==> config.mk <==
export PLATFORM = sky130hd
export DESIGN_NAME = timer8_core
export DESIGN_NICKNAME = d
export VERILOG_FILES = /design/src/core/timer8_pkg.sv /design/src/core/timer_tick_gen.sv /design/src/core/wave_channel.sv /design/src/core/timer8_core.sv
export SDC_FILE = /design/constraint.sdc
export NUM_CORES = 1
export LEC_CHECK = 0
export ABC_CLOCK_PERIOD_IN_PS = 7300
export BUFFER_PORTS_ARGS = -buffer_cell sky130_fd_sc_hd__buf_2
export CAP_MARGIN = 15
export CORE_UTILIZATION = 40
export CTS_CLUSTER_DIAMETER = 200
export CTS_CLUSTER_SIZE = 8
export DETAILED_ROUTE_END_ITERATION = 10
export SKIP_CTS_REPAIR_TIMING = 1
export SKIP_LAST_GASP = 1
export SYNTH_ARGS = -nofsm -noshare
export SYNTH_HDL_FRONTEND = slang
export SYNTH_SLANG_ARGS = --single-unit
==> constraint.sdc <==
create_clock -name hclk -period 7.3 [get_ports hclk]
set_clock_uncertainty 0.1 [all_clocks]
set_input_delay 1.095 -clock hclk [delete_from_list [all_inputs] [get_ports hclk]]
set_output_delay 1.095 -clock hclk [all_outputs]
set_load 0.02 [all_outputs]
==> src/core/timer8_pkg.sv <==
// Purpose: Shared constants and types of the 8-bit waveform timer.
// Assumes: AHB-Lite register access, one 200 MHz clock.
// Notes: Register offsets are word indexes; byte address is four times the index.
package timer8_pkg;

	// ----------------------------------------------------------------
	// Register indexes
	// ----------------------------------------------------------------
	localparam logic [7:0] IDX_CTRL_A = 8'h24;
	localparam logic [7:0] IDX_CTRL_B = 8'h25;
	localparam logic [7:0] IDX_COUNT = 8'h26;
	localparam logic [7:0] IDX_CMP_A = 8'h27;
	localparam logic [7:0] IDX_CMP_B = 8'h28;
	localparam logic [7:0] IDX_FLAGS = 8'h35;
	localparam logic [7:0] IDX_MASK = 8'h6E;

	// ----------------------------------------------------------------
	// Field positions and values
	// ----------------------------------------------------------------
	localparam int BIT_FORCE_A = 7;
	localparam int BIT_FORCE_B = 6;
	localparam int BIT_WAVE_HI = 3;
	localparam int BIT_WRAP = 0;
	localparam int BIT_MATCH_A = 1;
	localparam int BIT_MATCH_B = 2;
	localparam logic [7:0] RESET_BYTE = 8'h00;
	localparam logic [7:0] COUNT_MAX = 8'hFF;
	localparam logic [7:0] COUNT_BOTTOM = 8'h00;
	localparam logic [7:0] COUNT_ONE = 8'h01;
	localparam logic [31:0] WORD_ZERO = 32'h0000_0000;

	// Waveform modes
	localparam logic [2:0] WM_NORMAL = 3'h0;
	localparam logic [2:0] WM_PHASE_FF = 3'h1;
	localparam logic [2:0] WM_CTC = 3'h2;
	localparam logic [2:0] WM_FAST_FF = 3'h3;
	localparam logic [2:0] WM_PHASE_A = 3'h5;
	localparam logic [2:0] WM_FAST_A = 3'h7;

	// Clock select codes
	localparam logic [2:0] CS_STOP = 3'h0;
	localparam logic [2:0] CS_DIV1 = 3'h1;
	localparam logic [2:0] CS_DIV8 = 3'h2;
	localparam logic [2:0] CS_DIV64 = 3'h3;
	localparam logic [2:0] CS_DIV256 = 3'h4;
	localparam logic [2:0] CS_DIV1024 = 3'h5;
	localparam logic [2:0] CS_EXT_FALL = 3'h6;
	localparam logic [2:0] CS_EXT_RISE = 3'h7;

	// Prescaler tap masks
	localparam logic [9:0] PRE_MASK_8 = 10'h007;
	localparam logic [9:0] PRE_MASK_64 = 10'h03F;
	localparam logic [9:0] PRE_MASK_256 = 10'h0FF;
	localparam logic [9:0] PRE_MASK_1024 = 10'h3FF;

	// Compare output modes
	localparam logic [1:0] OM_OFF = 2'h0;
	localparam logic [1:0] OM_TOGGLE = 2'h1;
	localparam logic [1:0] OM_CLEAR = 2'h2;
	localparam logic [1:0] OM_SET = 2'h3;

	localparam logic [1:0] HTRANS_NONSEQ = 2'h2;
	localparam logic HRESP_OKAY = 1'b0;

	// ----------------------------------------------------------------
	// Types
	// ----------------------------------------------------------------
	typedef enum logic {DIR_UP, DIR_DOWN} dir_t;

	typedef struct packed {
		logic pwm_fast;
		logic pwm_phase;
		logic ctc;
		logic reserved;
		logic top_is_a;
	} mode_t;

	typedef struct packed {
		logic valid;
		logic write;
		logic [7:0] index;
	} bus_req_t;

	function automatic mode_t decode_mode(input logic [2:0] wm);
		mode_t m;
		m = '0;
		m.pwm_fast = (wm == WM_FAST_FF) || (wm == WM_FAST_A);
		m.pwm_phase = (wm == WM_PHASE_FF) || (wm == WM_PHASE_A);
		m.ctc = (wm == WM_CTC);
		m.reserved = !(m.pwm_fast || m.pwm_phase || m.ctc || (wm == WM_NORMAL));
		m.top_is_a = (wm == WM_CTC) || (wm == WM_PHASE_A) || (wm == WM_FAST_A);
		return m;
	endfunction

endpackage

==> src/core/timer_tick_gen.sv <==
// Purpose: Timer clock enable from prescaler taps or the external count pin.
// Assumes: Pin is asynchronous to hclk.
// Notes: Prescaler runs freely; tick is a one-cycle enable.
`timescale 1ns/10ps
module timer_tick_gen
	import timer8_pkg::*;
(
	input wire logic hclk,
	input wire logic hresetn,
	input wire logic [2:0] clk_sel,
	input wire logic ext_count_pin,
	output logic tick
);

	logic [9:0] pre_reg;
	logic sync1_reg;
	logic sync2_reg;
	logic last_reg;

	function automatic logic tap(input logic [9:0] cnt, input logic [9:0] mask);
		return (cnt & mask) == mask;
	endfunction

	always_ff @(posedge hclk or negedge hresetn) begin
		if (!hresetn) begin
			pre_reg <= '0;
		end else begin
			pre_reg <= pre_reg + 10'h001;
		end
	end

	// Pin sampled even when driven as an output, so software can step the count
	always_ff @(posedge hclk or negedge hresetn) begin
		if (!hresetn) begin
			sync1_reg <= 1'b0;
			sync2_reg <= 1'b0;
			last_reg <= 1'b0;
		end else begin
			sync1_reg <= ext_count_pin;
			sync2_reg <= sync1_reg;
			last_reg <= sync2_reg;
		end
	end

	always_comb begin
		unique case (clk_sel)
			CS_STOP: tick = 1'b0;
			CS_DIV1: tick = 1'b1;
			CS_DIV8: tick = tap(pre_reg, PRE_MASK_8);
			CS_DIV64: tick = tap(pre_reg, PRE_MASK_64);
			CS_DIV256: tick = tap(pre_reg, PRE_MASK_256);
			CS_DIV1024: tick = tap(pre_reg, PRE_MASK_1024);
			CS_EXT_FALL: tick = last_reg && !sync2_reg;
			CS_EXT_RISE: tick = !last_reg && sync2_reg;
		endcase
	end

endmodule // timer_tick_gen

==> src/core/wave_channel.sv <==
// Purpose: Waveform output of one compare channel.
// Assumes: match already gated by tick and counter-write blocking.
// Notes: ALLOW_PWM_TOGGLE enables toggle mode in PWM when top is channel A.
`timescale 1ns/10ps
module wave_channel
	import timer8_pkg::*;
#(
	parameter bit ALLOW_PWM_TOGGLE = 1'b0
)
(
	input wire logic hclk,
	input wire logic hresetn,
	input wire mode_t mode,
	input wire logic [1:0] out_mode,
	input wire logic match,
	input wire logic force_match,
	input wire logic at_bottom,
	input wire dir_t dir,
	output logic wave_out,
	output logic wave_drive
);

	logic wave_reg;

	always_ff @(posedge hclk or negedge hresetn) begin
		if (!hresetn) begin
			wave_reg <= 1'b0;
		end else if (mode.reserved) begin
			wave_reg <= wave_reg;
		end else if (mode.pwm_fast) begin
			if (match && out_mode == OM_TOGGLE && ALLOW_PWM_TOGGLE && mode.top_is_a) begin
				wave_reg <= !wave_reg;
			end else if (match && out_mode[1]) begin
				wave_reg <= out_mode[0];
			end else if (at_bottom && out_mode[1]) begin
				wave_reg <= !out_mode[0];
			end
		end else if (mode.pwm_phase) begin
			if (match && out_mode == OM_TOGGLE && ALLOW_PWM_TOGGLE && mode.top_is_a) begin
				wave_reg <= !wave_reg;
			end else if (match && out_mode[1]) begin
				wave_reg <= (dir == DIR_UP) ? out_mode[0] : !out_mode[0];
			end
		end else if (match || force_match) begin
			unique case (out_mode)
				OM_OFF: wave_reg <= wave_reg;
				OM_TOGGLE: wave_reg <= !wave_reg;
				OM_CLEAR: wave_reg <= 1'b0;
				OM_SET: wave_reg <= 1'b1;
			endcase
		end
	end

	always_ff @(posedge hclk or negedge hresetn) begin
		if (!hresetn) begin
			wave_out <= 1'b0;
			wave_drive <= 1'b0;
		end else begin
			wave_out <= wave_reg;
			wave_drive <= (out_mode != OM_OFF);
		end
	end

endmodule // wave_channel

==> src/core/timer8_core.sv <==
// Purpose: 8-bit timer/counter with waveform modes, two compare channels and flags.
// Assumes: AHB-Lite slave, single word transfers, hclk 200 MHz, async active-low reset.
// Notes: Register data sit in bits 7:0; upper bits read zero; no wait states.
//
// Overview of operation
// Decode three-bit waveform mode and its top
// Compare update immediate, at top, or bottom
// Overflow flag at max, bottom or top
// Force strobe applies immediate match, non-PWM only
// Forced match sets no flag, no clear
// Force bits are write-only, read zero
// Software writes force zero in PWM modes
// Three-bit clock select, prescaler or pin edges
// Pin edges counted even when pin drives
// Counter is readable and writable
// Counter write blocks next compare match
// Compare both channels each timer clock
// Match sets the channel's compare flag
// Request needs mask, flag and global enable
// Vector entry clears its flag
// Writing one clears a flag
// Unused control, mask, flag bits read zero
// Non-PWM out modes: off, toggle, clear, set
// Mode low bits in control A, reset zero
// Reserved modes count normally, no waveform
// Count only on tick; pin sampled synchronously
`timescale 1ns/10ps
module timer8_core
	import timer8_pkg::*;
(
	input wire logic hclk,
	input wire logic hresetn,
	input wire logic hsel,
	input wire logic [31:0] haddr,
	input wire logic [1:0] htrans,
	input wire logic hwrite,
	input wire logic [2:0] hsize,
	input wire logic [31:0] hwdata,
	input wire logic hready,
	output logic [31:0] hrdata,
	output logic hreadyout,
	output logic hresp,
	input wire logic ext_count_pin,
	input wire logic global_irq_en,
	input wire logic wrap_vector_ack,
	input wire logic match_a_vector_ack,
	input wire logic match_b_vector_ack,
	output logic wrap_irq,
	output logic match_a_irq,
	output logic match_b_irq,
	output logic wave_out_a,
	output logic wave_out_a_en,
	output logic wave_out_b,
	output logic wave_out_b_en
);

	// ----------------------------------------------------------------
	// Registers
	// ----------------------------------------------------------------
	bus_req_t req_reg;
	logic [1:0] out_mode_a;
	logic [1:0] out_mode_b;
	logic [2:0] wave_mode_reg;
	logic [2:0] clk_sel_reg;
	logic [7:0] count_reg;
	logic [7:0] cmp_a_buf_reg;
	logic [7:0] cmp_b_buf_reg;
	logic [7:0] cmp_a_reg;
	logic [7:0] cmp_b_reg;
	logic [2:0] mask_reg;
	logic [2:0] flags_reg;
	logic block_reg;
	logic force_a_reg;
	logic force_b_reg;
	dir_t dir_reg;

	logic addr_ok;
	logic take;
	logic wr_en;
	logic [7:0] wbyte;
	logic [7:0] rd_byte;
	logic tick;
	mode_t mode;
	logic [7:0] top;
	logic at_top;
	logic at_bottom;
	logic wrap_set;
	logic match_a;
	logic match_b;
	logic [2:0] flag_set;
	logic [2:0] flag_clr;
	logic load_cmp;
	logic [7:0] count_next;
	dir_t dir_next;

	function automatic logic is_write(input bus_req_t r, input logic [7:0] idx);
		return r.valid && r.write && (r.index == idx);
	endfunction

	// ----------------------------------------------------------------
	// Bus slave
	// ----------------------------------------------------------------
	assign addr_ok = (haddr[31:10] == '0) && (haddr[1:0] == 2'h0);
	assign take = hsel && hready && (htrans == HTRANS_NONSEQ);
	assign wr_en = req_reg.valid && req_reg.write;
	assign wbyte = hwdata[7:0];

	always_ff @(posedge hclk or negedge hresetn) begin
		if (!hresetn) begin
			req_reg <= '0;
		end else if (hready) begin
			req_reg.valid <= take && addr_ok;
			req_reg.write <= hwrite;
			req_reg.index <= haddr[9:2];
		end
	end

	// No wait states; every answer is OKAY
	always_ff @(posedge hclk or negedge hresetn) begin
		if (!hresetn) begin
			hreadyout <= 1'b1;
			hresp <= HRESP_OKAY;
		end else begin
			hreadyout <= 1'b1;
			hresp <= HRESP_OKAY;
		end
	end

	always_comb begin
		rd_byte = RESET_BYTE;
		unique case (haddr[9:2])
			IDX_CTRL_A: rd_byte = {out_mode_a, out_mode_b, 2'b00, wave_mode_reg[1:0]};
			IDX_CTRL_B: rd_byte = {2'b00, 2'b00, wave_mode_reg[2], clk_sel_reg};
			IDX_COUNT: rd_byte = count_reg;
			IDX_CMP_A: rd_byte = cmp_a_buf_reg;
			IDX_CMP_B: rd_byte = cmp_b_buf_reg;
			IDX_MASK: rd_byte = {5'b00000, mask_reg};
			IDX_FLAGS: rd_byte = {5'b00000, flags_reg};
			default: rd_byte = RESET_BYTE;
		endcase
	end

	// Read data captured at the end of the address phase
	always_ff @(posedge hclk or negedge hresetn) begin
		if (!hresetn) begin
			hrdata <= WORD_ZERO;
		end else if (take && !hwrite && addr_ok) begin
			hrdata <= {24'h000000, rd_byte};
		end else if (hready) begin
			hrdata <= WORD_ZERO;
		end
	end

	// ----------------------------------------------------------------
	// Control registers
	// ----------------------------------------------------------------
	always_ff @(posedge hclk or negedge hresetn) begin
		if (!hresetn) begin
			out_mode_a <= OM_OFF;
			out_mode_b <= OM_OFF;
			wave_mode_reg <= WM_NORMAL;
			clk_sel_reg <= CS_STOP;
		end else begin
			if (is_write(req_reg, IDX_CTRL_A)) begin
				out_mode_a <= wbyte[7:6];
				out_mode_b <= wbyte[5:4];
				wave_mode_reg[1:0] <= wbyte[1:0];
			end
			if (is_write(req_reg, IDX_CTRL_B)) begin
				wave_mode_reg[2] <= wbyte[BIT_WAVE_HI];
				clk_sel_reg <= wbyte[2:0];
			end
		end
	end

	// Force strobes last one cycle and never store
	always_ff @(posedge hclk or negedge hresetn) begin
		if (!hresetn) begin
			force_a_reg <= 1'b0;
			force_b_reg <= 1'b0;
		end else begin
			force_a_reg <= is_write(req_reg, IDX_CTRL_B) && wbyte[BIT_FORCE_A];
			force_b_reg <= is_write(req_reg, IDX_CTRL_B) && wbyte[BIT_FORCE_B];
		end
	end

	always_ff @(posedge hclk or negedge hresetn) begin
		if (!hresetn) begin
			mask_reg <= '0;
		end else if (is_write(req_reg, IDX_MASK)) begin
			mask_reg <= wbyte[2:0];
		end
	end

	// ----------------------------------------------------------------
	// Timer clock
	// ----------------------------------------------------------------
	timer_tick_gen u_tick (
		.hclk(hclk),
		.hresetn(hresetn),
		.clk_sel(clk_sel_reg),
		.ext_count_pin(ext_count_pin),
		.tick(tick)
	);

	// ----------------------------------------------------------------
	// Mode decode and counter
	// ----------------------------------------------------------------
	assign mode = decode_mode(wave_mode_reg);
	assign top = mode.top_is_a ? cmp_a_reg : COUNT_MAX;
	assign at_top = (count_reg == top);
	assign at_bottom = (count_reg == COUNT_BOTTOM);

	always_comb begin
		count_next = count_reg;
		dir_next = dir_reg;
		if (mode.pwm_phase) begin
			if (dir_reg == DIR_UP) begin
				if (at_top) begin
					dir_next = DIR_DOWN;
					count_next = count_reg - COUNT_ONE;
				end else begin
					count_next = count_reg + COUNT_ONE;
				end
			end else begin
				if (at_bottom) begin
					dir_next = DIR_UP;
					count_next = count_reg + COUNT_ONE;
				end else begin
					count_next = count_reg - COUNT_ONE;
				end
			end
		end else begin
			dir_next = DIR_UP;
			// Clear at top; a forced match never reaches this path
			count_next = (at_top && (mode.ctc || mode.pwm_fast)) ? COUNT_BOTTOM : count_reg + COUNT_ONE;
		end
	end

	always_ff @(posedge hclk or negedge hresetn) begin
		if (!hresetn) begin
			count_reg <= RESET_BYTE;
			dir_reg <= DIR_UP;
		end else if (is_write(req_reg, IDX_COUNT)) begin
			count_reg <= wbyte;
		end else if (tick) begin
			count_reg <= count_next;
			dir_reg <= dir_next;
		end
	end

	// Blocks the match on the next tick after a counter write
	always_ff @(posedge hclk or negedge hresetn) begin
		if (!hresetn) begin
			block_reg <= 1'b0;
		end else if (is_write(req_reg, IDX_COUNT)) begin
			block_reg <= 1'b1;
		end else if (tick) begin
			block_reg <= 1'b0;
		end
	end

	// ----------------------------------------------------------------
	// Compare registers, double buffered in PWM modes
	// ----------------------------------------------------------------
	always_ff @(posedge hclk or negedge hresetn) begin
		if (!hresetn) begin
			cmp_a_buf_reg <= RESET_BYTE;
			cmp_b_buf_reg <= RESET_BYTE;
		end else begin
			if (is_write(req_reg, IDX_CMP_A)) begin
				cmp_a_buf_reg <= wbyte;
			end
			if (is_write(req_reg, IDX_CMP_B)) begin
				cmp_b_buf_reg <= wbyte;
			end
		end
	end

	// Phase modes load at top, fast modes at bottom, others at once
	assign load_cmp = (!mode.pwm_phase && !mode.pwm_fast) ||
		(mode.pwm_phase && tick && at_top && dir_reg == DIR_UP) ||
		(mode.pwm_fast && tick && at_top);

	always_ff @(posedge hclk or negedge hresetn) begin
		if (!hresetn) begin
			cmp_a_reg <= RESET_BYTE;
			cmp_b_reg <= RESET_BYTE;
		end else if (load_cmp) begin
			cmp_a_reg <= cmp_a_buf_reg;
			cmp_b_reg <= cmp_b_buf_reg;
		end
	end

	// ----------------------------------------------------------------
	// Match and overflow events
	// ----------------------------------------------------------------
	assign match_a = tick && !block_reg && (count_reg == cmp_a_reg);
	assign match_b = tick && !block_reg && (count_reg == cmp_b_reg);

	always_comb begin
		wrap_set = 1'b0;
		if (tick) begin
			if (mode.pwm_phase) begin
				wrap_set = at_bottom && (dir_reg == DIR_DOWN);
			end else if (wave_mode_reg == WM_FAST_A) begin
				wrap_set = at_top;
			end else begin
				wrap_set = (count_reg == COUNT_MAX);
			end
		end
	end

	// ----------------------------------------------------------------
	// Flags and requests
	// ----------------------------------------------------------------
	assign flag_set = {match_b, match_a, wrap_set};
	assign flag_clr = ({3{is_write(req_reg, IDX_FLAGS)}} & wbyte[2:0]) |
		{match_b_vector_ack, match_a_vector_ack, wrap_vector_ack};

	// A set in the same cycle as a clear wins
	always_ff @(posedge hclk or negedge hresetn) begin
		if (!hresetn) begin
			flags_reg <= '0;
		end else begin
			flags_reg <= (flags_reg & ~flag_clr) | flag_set;
		end
	end

	always_ff @(posedge hclk or negedge hresetn) begin
		if (!hresetn) begin
			wrap_irq <= 1'b0;
			match_a_irq <= 1'b0;
			match_b_irq <= 1'b0;
		end else begin
			wrap_irq <= global_irq_en && mask_reg[BIT_WRAP] && flags_reg[BIT_WRAP];
			match_a_irq <= global_irq_en && mask_reg[BIT_MATCH_A] && flags_reg[BIT_MATCH_A];
			match_b_irq <= global_irq_en && mask_reg[BIT_MATCH_B] && flags_reg[BIT_MATCH_B];
		end
	end

	// ----------------------------------------------------------------
	// Waveform outputs
	// ----------------------------------------------------------------
	// Force is ignored in PWM modes, so a stray one written there has no effect
	wave_channel #(.ALLOW_PWM_TOGGLE(1'b1)) u_wave_a (
		.hclk(hclk),
		.hresetn(hresetn),
		.mode(mode),
		.out_mode(out_mode_a),
		.match(match_a),
		.force_match(force_a_reg),
		.at_bottom(tick && at_top && mode.pwm_fast),
		.dir(dir_reg),
		.wave_out(wave_out_a),
		.wave_drive(wave_out_a_en)
	);

	wave_channel #(.ALLOW_PWM_TOGGLE(1'b0)) u_wave_b (
		.hclk(hclk),
		.hresetn(hresetn),
		.mode(mode),
		.out_mode(out_mode_b),
		.match(match_b),
		.force_match(force_b_reg),
		.at_bottom(tick && at_top && mode.pwm_fast),
		.dir(dir_reg),
		.wave_out(wave_out_b),
		.wave_drive(wave_out_b_en)
	);

endmodule // timer8_core

* Word level (Yosys, flattened, before mapping)
Cells that the tools add are included.
Storage, ports and cells: output and inout port bits 41, bits in registers 124, bits of input ports 79, bits in writable memories 0, memories 0, word-level logic and storage cells 210, bits in latches 0, ROM bits 0
Operators by class: $add $sub $neg 3, divide/modulo/power cells 0, $lt $le $gt $ge 0, eq/ne operators 47, reductions and logical operators 81, multiply operators 0, muxes and demuxes 39, shift operators 0, bitwise gates (word level) 7
Operators with widths (number):
- $eq A8 B6 Y1 const B | 12
- $mux W32 | 2
- $mux W8 | 8
- $pmux W8 S7 | 1
- $logic_and A1 B1 Y1 | 43
- $mux W1 | 25
- $eq A8 B8 Y1 | 3
- $logic_not A22 Y1 | 1
- $eq A3 B3 Y1 const B | 7
- $eq A8 B7 Y1 const B | 2
- $eq A8 B8 Y1 const B | 2
- $eq A3 B2 Y1 const B | 4
- $logic_or A1 B1 Y1 | 12
- $add A10 B1 Y10 const B | 1
- $eq A10 B10 Y1 const B | 1
- $eq A2 B2 Y1 const B | 5
- $logic_not A1 Y1 | 10
- $reduce_and A5 Y1 | 2
- $add A8 B1 Y8 const B | 1
- $logic_not A8 Y1 | 1
- $ne A4 B1 Y1 const B | 2
- $pmux W1 S8 | 1
- $reduce_bool A2 Y1 | 4
- $sub A8 B1 Y8 const B | 1
- 14 further kinds | 26

* Logic depth before layout (Yosys ltp)
depth in word-level cells 12, gate-level depth with buffers 11, depth with buffers taken out 10

* By module
From an unflattened synthesis, not the netlist that was laid out.
Unflattened totals: cell total of the unflattened synthesis 532, area, all modules 5666.7 um2
Modules (own cells, without submodules):
- timer8_core | times used 1, area each 4694.5 um2, cells an instance 442, sequential area each 2026.9 um2
- timer_tick_gen | times used 1, area each 563.0 um2, cells an instance 45, sequential area each 325.3 um2
- wave_channel (u_wave_a) | times used 1, area each 235.2 um2, cells an instance 28, sequential area each 75.1 um2
- wave_channel (u_wave_b) | times used 1, area each 173.9 um2, cells an instance 17, sequential area each 75.1 um2

* Worst setup path before layout
Ideal clock, no wire load.
kind input-to-reg, start point input port haddr[9], end point register hrdata[0], stages 6, data required time 7.115 ns, setup slack 4.496 ns, path buffers 0, arrival time 2.620 ns, setup time 0.085 ns, path through nand2b_1 -> or3_1 -> nor4_2 -> or4_1 -> nand3b_1 -> o22ai_1
On the way: longest elaborated chain between the ends 3, elaborated cells on any way between the ends 9, those cells by class eq/ne: 7; mux: 2
RTL lines:
- start: declaration | line timer8_core.sv:34 | input wire logic [31:0] haddr,
- $eq A8 B6 Y1 or $eq A8 B7 Y1 (tied branches) | line timer8_core.sv:131 | unique case (haddr[9:2])
- $pmux W8 S7 * | line timer8_core.sv:131
- $mux W32 * | line timer8_core.sv:147 | end else if (take && !hwrite && addr_ok) begin
- end signal: assignment | line timer8_core.sv:148 | hrdata <= {24'h000000, rd_byte};
- end: declaration | line timer8_core.sv:40 | output logic [31:0] hrdata,
Every way passes the cells marked *; elsewhere a longest branch is shown, timed or not. A chain may end at the register's enable or synchronous reset.

* Worst setup path after layout
start point register count_reg[2], end point register cmp_a_reg[4]
On the way: longest elaborated chain between the ends 5, elaborated cells on any way between the ends 6, those cells by class eq/ne: 1; reduce/logical: 5
RTL lines:
- start: declaration | line timer8_core.sv:65 | logic [7:0] count_reg;
- start signal: assignment | line timer8_core.sv:245 | count_reg <= wbyte;
- start signal: assignment | line timer8_core.sv:247 | count_reg <= count_next;
- $eq A8 B8 Y1 * | line timer8_core.sv:211 | assign at_top = (count_reg == top);
- $logic_and A1 B1 Y1 (2 in a row) | line timer8_core.sv:282 | (mode.pwm_phase && tick && at_top && dir_reg == DIR_UP) ||
- $logic_or A1 B1 Y1 | line timer8_core.sv:281 | assign load_cmp = (!mode.pwm_phase && !mode.pwm_fast) ||
- $logic_or A1 B1 Y1 * | line timer8_core.sv:282
- end signal: assignment | line timer8_core.sv:290 | cmp_a_reg <= cmp_a_buf_reg;
- end: declaration | line timer8_core.sv:68 | logic [7:0] cmp_a_reg;
Marks and branches as above.

==> results.sh <==
export IMPL_outcome="finished, final reports clean"
export IMPL_synth_seq_area_share=0.459
export IMPL_core_region_area_um2=13200
export IMPL_relSlewSlack=0.241
export IMPL_die_h_um=119
export IMPL_critPathKind="flop to flop"
export IMPL_clk_insertion_delay_late_ns=0.35
export IMPL_period_minus_slack_ns=3.15
export IMPL_crit_chain="nor2b_1 > a2111oi_2 > nand2_1 > o32ai_4 > nand2b_1 > o21ai_4 > mux2_1"
export IMPL_worst_path_stages=7
export IMPL_first_iter_violations=211
export IMPL_synth_cell_area_um2=5450
export IMPL_critPathRequiredTime_ns=7.43
export IMPL_gp_congestion=0.856
export IMPL_crit_buf_inv=0
export IMPL_overflow=0
export IMPL_clock_sinks=100
export IMPL_drive_above_1_share=0.225
export IMPL_drv_cap=0
export IMPL_cp_arrival_ns=3.28
export IMPL_yosysMostFrequentCell="dfrtp_1"
export IMPL_ios=120
export IMPL_reg2regPathDepth=7
export IMPL_startpoint_type="flop"
export IMPL_r2r_slack_ns=4.15
export IMPL_tightest_slew_ns=1.13
export IMPL_dr_pass1_iters=7
export IMPL_synth_edf_count=0
export IMPL_ant_nets=0
export IMPL_synth_cells=533
export IMPL_rsz0062_at_grt="false"
export IMPL_antenna_cells=0
export IMPL_h_tree_depth=3
export IMPL_wirelength_um=13200
export IMPL_ys_ff_latch=100
export IMPL_synthTopCellsByArea="dfrtp_1, mux2_2, buf_4"
export IMPL_track_usage=0.197
export IMPL_clock_path_buffers=2
export IMPL_hp_start="u_tick.sync1_reg"
export IMPL_via_count=4240
export IMPL_final_nets=673
export IMPL_avgSynthCellArea_um2=10.2
export IMPL_clk_pin_slew_ns=0.07
export IMPL_yosysTopAreaCell="dfrtp_1"
export IMPL_post_drt_wl_per_cell_um=17.2
export IMPL_slowest_delay_ns=0.65
export IMPL_fmax_mhz=318
export IMPL_rows=42
export IMPL_fp_dieW_um=119
export IMPL_crit_fanout=16
export IMPL_root_buffer="clkbuf_16"
export IMPL_setup_tns_ns=0
export IMPL_r2r_end="cmp_a_reg[4]"
export IMPL_power_total_mw=1.19
export IMPL_initial_core_util=0.411
export IMPL_drv_slew=0
export IMPL_dp_hpwl_um=9560
export IMPL_crit_slowest_cell="dfrtp_1"
export IMPL_powerDensity_nw_per_um2=195
export IMPL_dieArea_um2=14100
export IMPL_setup_viol=0
export IMPL_holdPathStages=0
export IMPL_ys_types=57
export IMPL_avgViaCountPerCell=5.54
export IMPL_yosys_top_cells_count="dfrtp_1, nand2_1, mux2_2, nor2_1, buf_4"
export IMPL_async_flop_share=1.00
export IMPL_timing_rr_start="count_reg[2]"
export IMPL_ys_flop_type="dfrtp_1"
export IMPL_antenna_found_initial=0
export IMPL_cts_made_buffers=9
export IMPL_critPathCaptureType="flop"
export IMPL_hold_path_end="u_tick.sync2_reg"
export IMPL_io_buffers=66
export IMPL_crit_family="compound AO/OA/AOI/OAI gates"
export IMPL_ir_drop_uv=121
export IMPL_hold_violations=0
export IMPL_drc_errors=0
export IMPL_syn2layout_area_growth_pct=11.7
export IMPL_grt_max_degree=70
export IMPL_p_leak_nw=2.76
export IMPL_grt_pass1_wl_um=21300
export IMPL_grt_pass1_vias=4176
export IMPL_synth_top_area_share=0.459
export IMPL_hold_class="flop to flop"
export IMPL_cts_tree="built"
export IMPL_synth_warnings=0
export IMPL_timing_final_crit_share=0.431
==> layer usage <==
| metal | vias to the layer above | global-route usage | part of all wire |
|---|---|---|---|
| met2 | 143 | 0.325 | 0.47 |
| li1 | 1977 | - | - |
| met1 | 2102 | 0.254 | 0.46 |
| met3 | 18 | 0.0372 | 0.042 |
| met4 | 0 | 0.0783 | 0.021 |
| met5 | - | 0 | 0 |
==> worst max path at each step <==
stage                           start                 to  slack (ns)
detailed placement           haddr[9]          hrdata[6]        3.84
floorplan                    haddr[9]          hrdata[0]        4.50
global route        u_tick.pre_reg[0]  u_wave_a.wave_reg        3.93
global placement             haddr[9]          hrdata[5]        3.89
CTS                  wave_mode_reg[0]       cmp_a_reg[4]        4.16
finish                   count_reg[2]       cmp_a_reg[4]        4.15
==> power breakdown <==
part	total (mW)	internal [mW]	switching (mW)
clock network	0.463	0.260	0.204
logic	0.128	0.0507	0.0769
registers	0.596	0.570	0.0261
==> logic make-up after synthesis <==
logic type      count (synthesis)  share of synthesized area
simple gates                  182                      0.174
flops                         100                      0.459
compound gates                 85                      0.114
buf+inv                        71                     0.0703
mux                            66                      0.134
xor+xnor                       22                     0.0354
fa+ha+maj                       5                     0.0115
other cells                     2                    0.00138
==> placed cells by master, fill, tap and decap left out, types with 5 or more instances in the layout <==
master and count:
a222oi_1 5, mux2_2 37, buf_2 65, conb_1 26, clkbuf_16 9, and3_1 8, a22oi_1 5, nand2_1 46
ha_1 5, nand3_1 26, o22ai_1 14, nor4_1 10, nor3_1 10, mux2i_1 12, xor2_1 5, nor2_1 28
dfrtp_1 100, mux2_1 17, inv_1 19, xnor2_1 17, nand4_1 10, a221oi_1 5, o21ai_0 16, a21oi_1 11
nor2b_1 9, nand2b_1 10
==> layout make-up <==
class                   instances  area (µm²)
flip-flops and latches        100        2500
clock inverters                 2        38.8
multi-input cells             386        2650
inverters                      23        86.3
fillers                      1274        7160
repair buffers                 69         355
well taps                     176         220
clock buffers                  10         229
==> metrics by stage <==
stage,cell area (µm²),hold slack (ns),setup WS [ns],cells,util
3_3_place_gp,5820,0.244,3.89,754,0.439
3_5_place_dp,5820,0.243,3.84,754,0.439
5_1_grt,6080,0.267,3.93,766,0.459
6_report,6080,0.255,4.15,766,0.459
4_1_cts,6080,0.258,4.16,766,0.459
2_1_floorplan,5540,0.231,4.50,557,-
(Power assumes the default switching activity.)
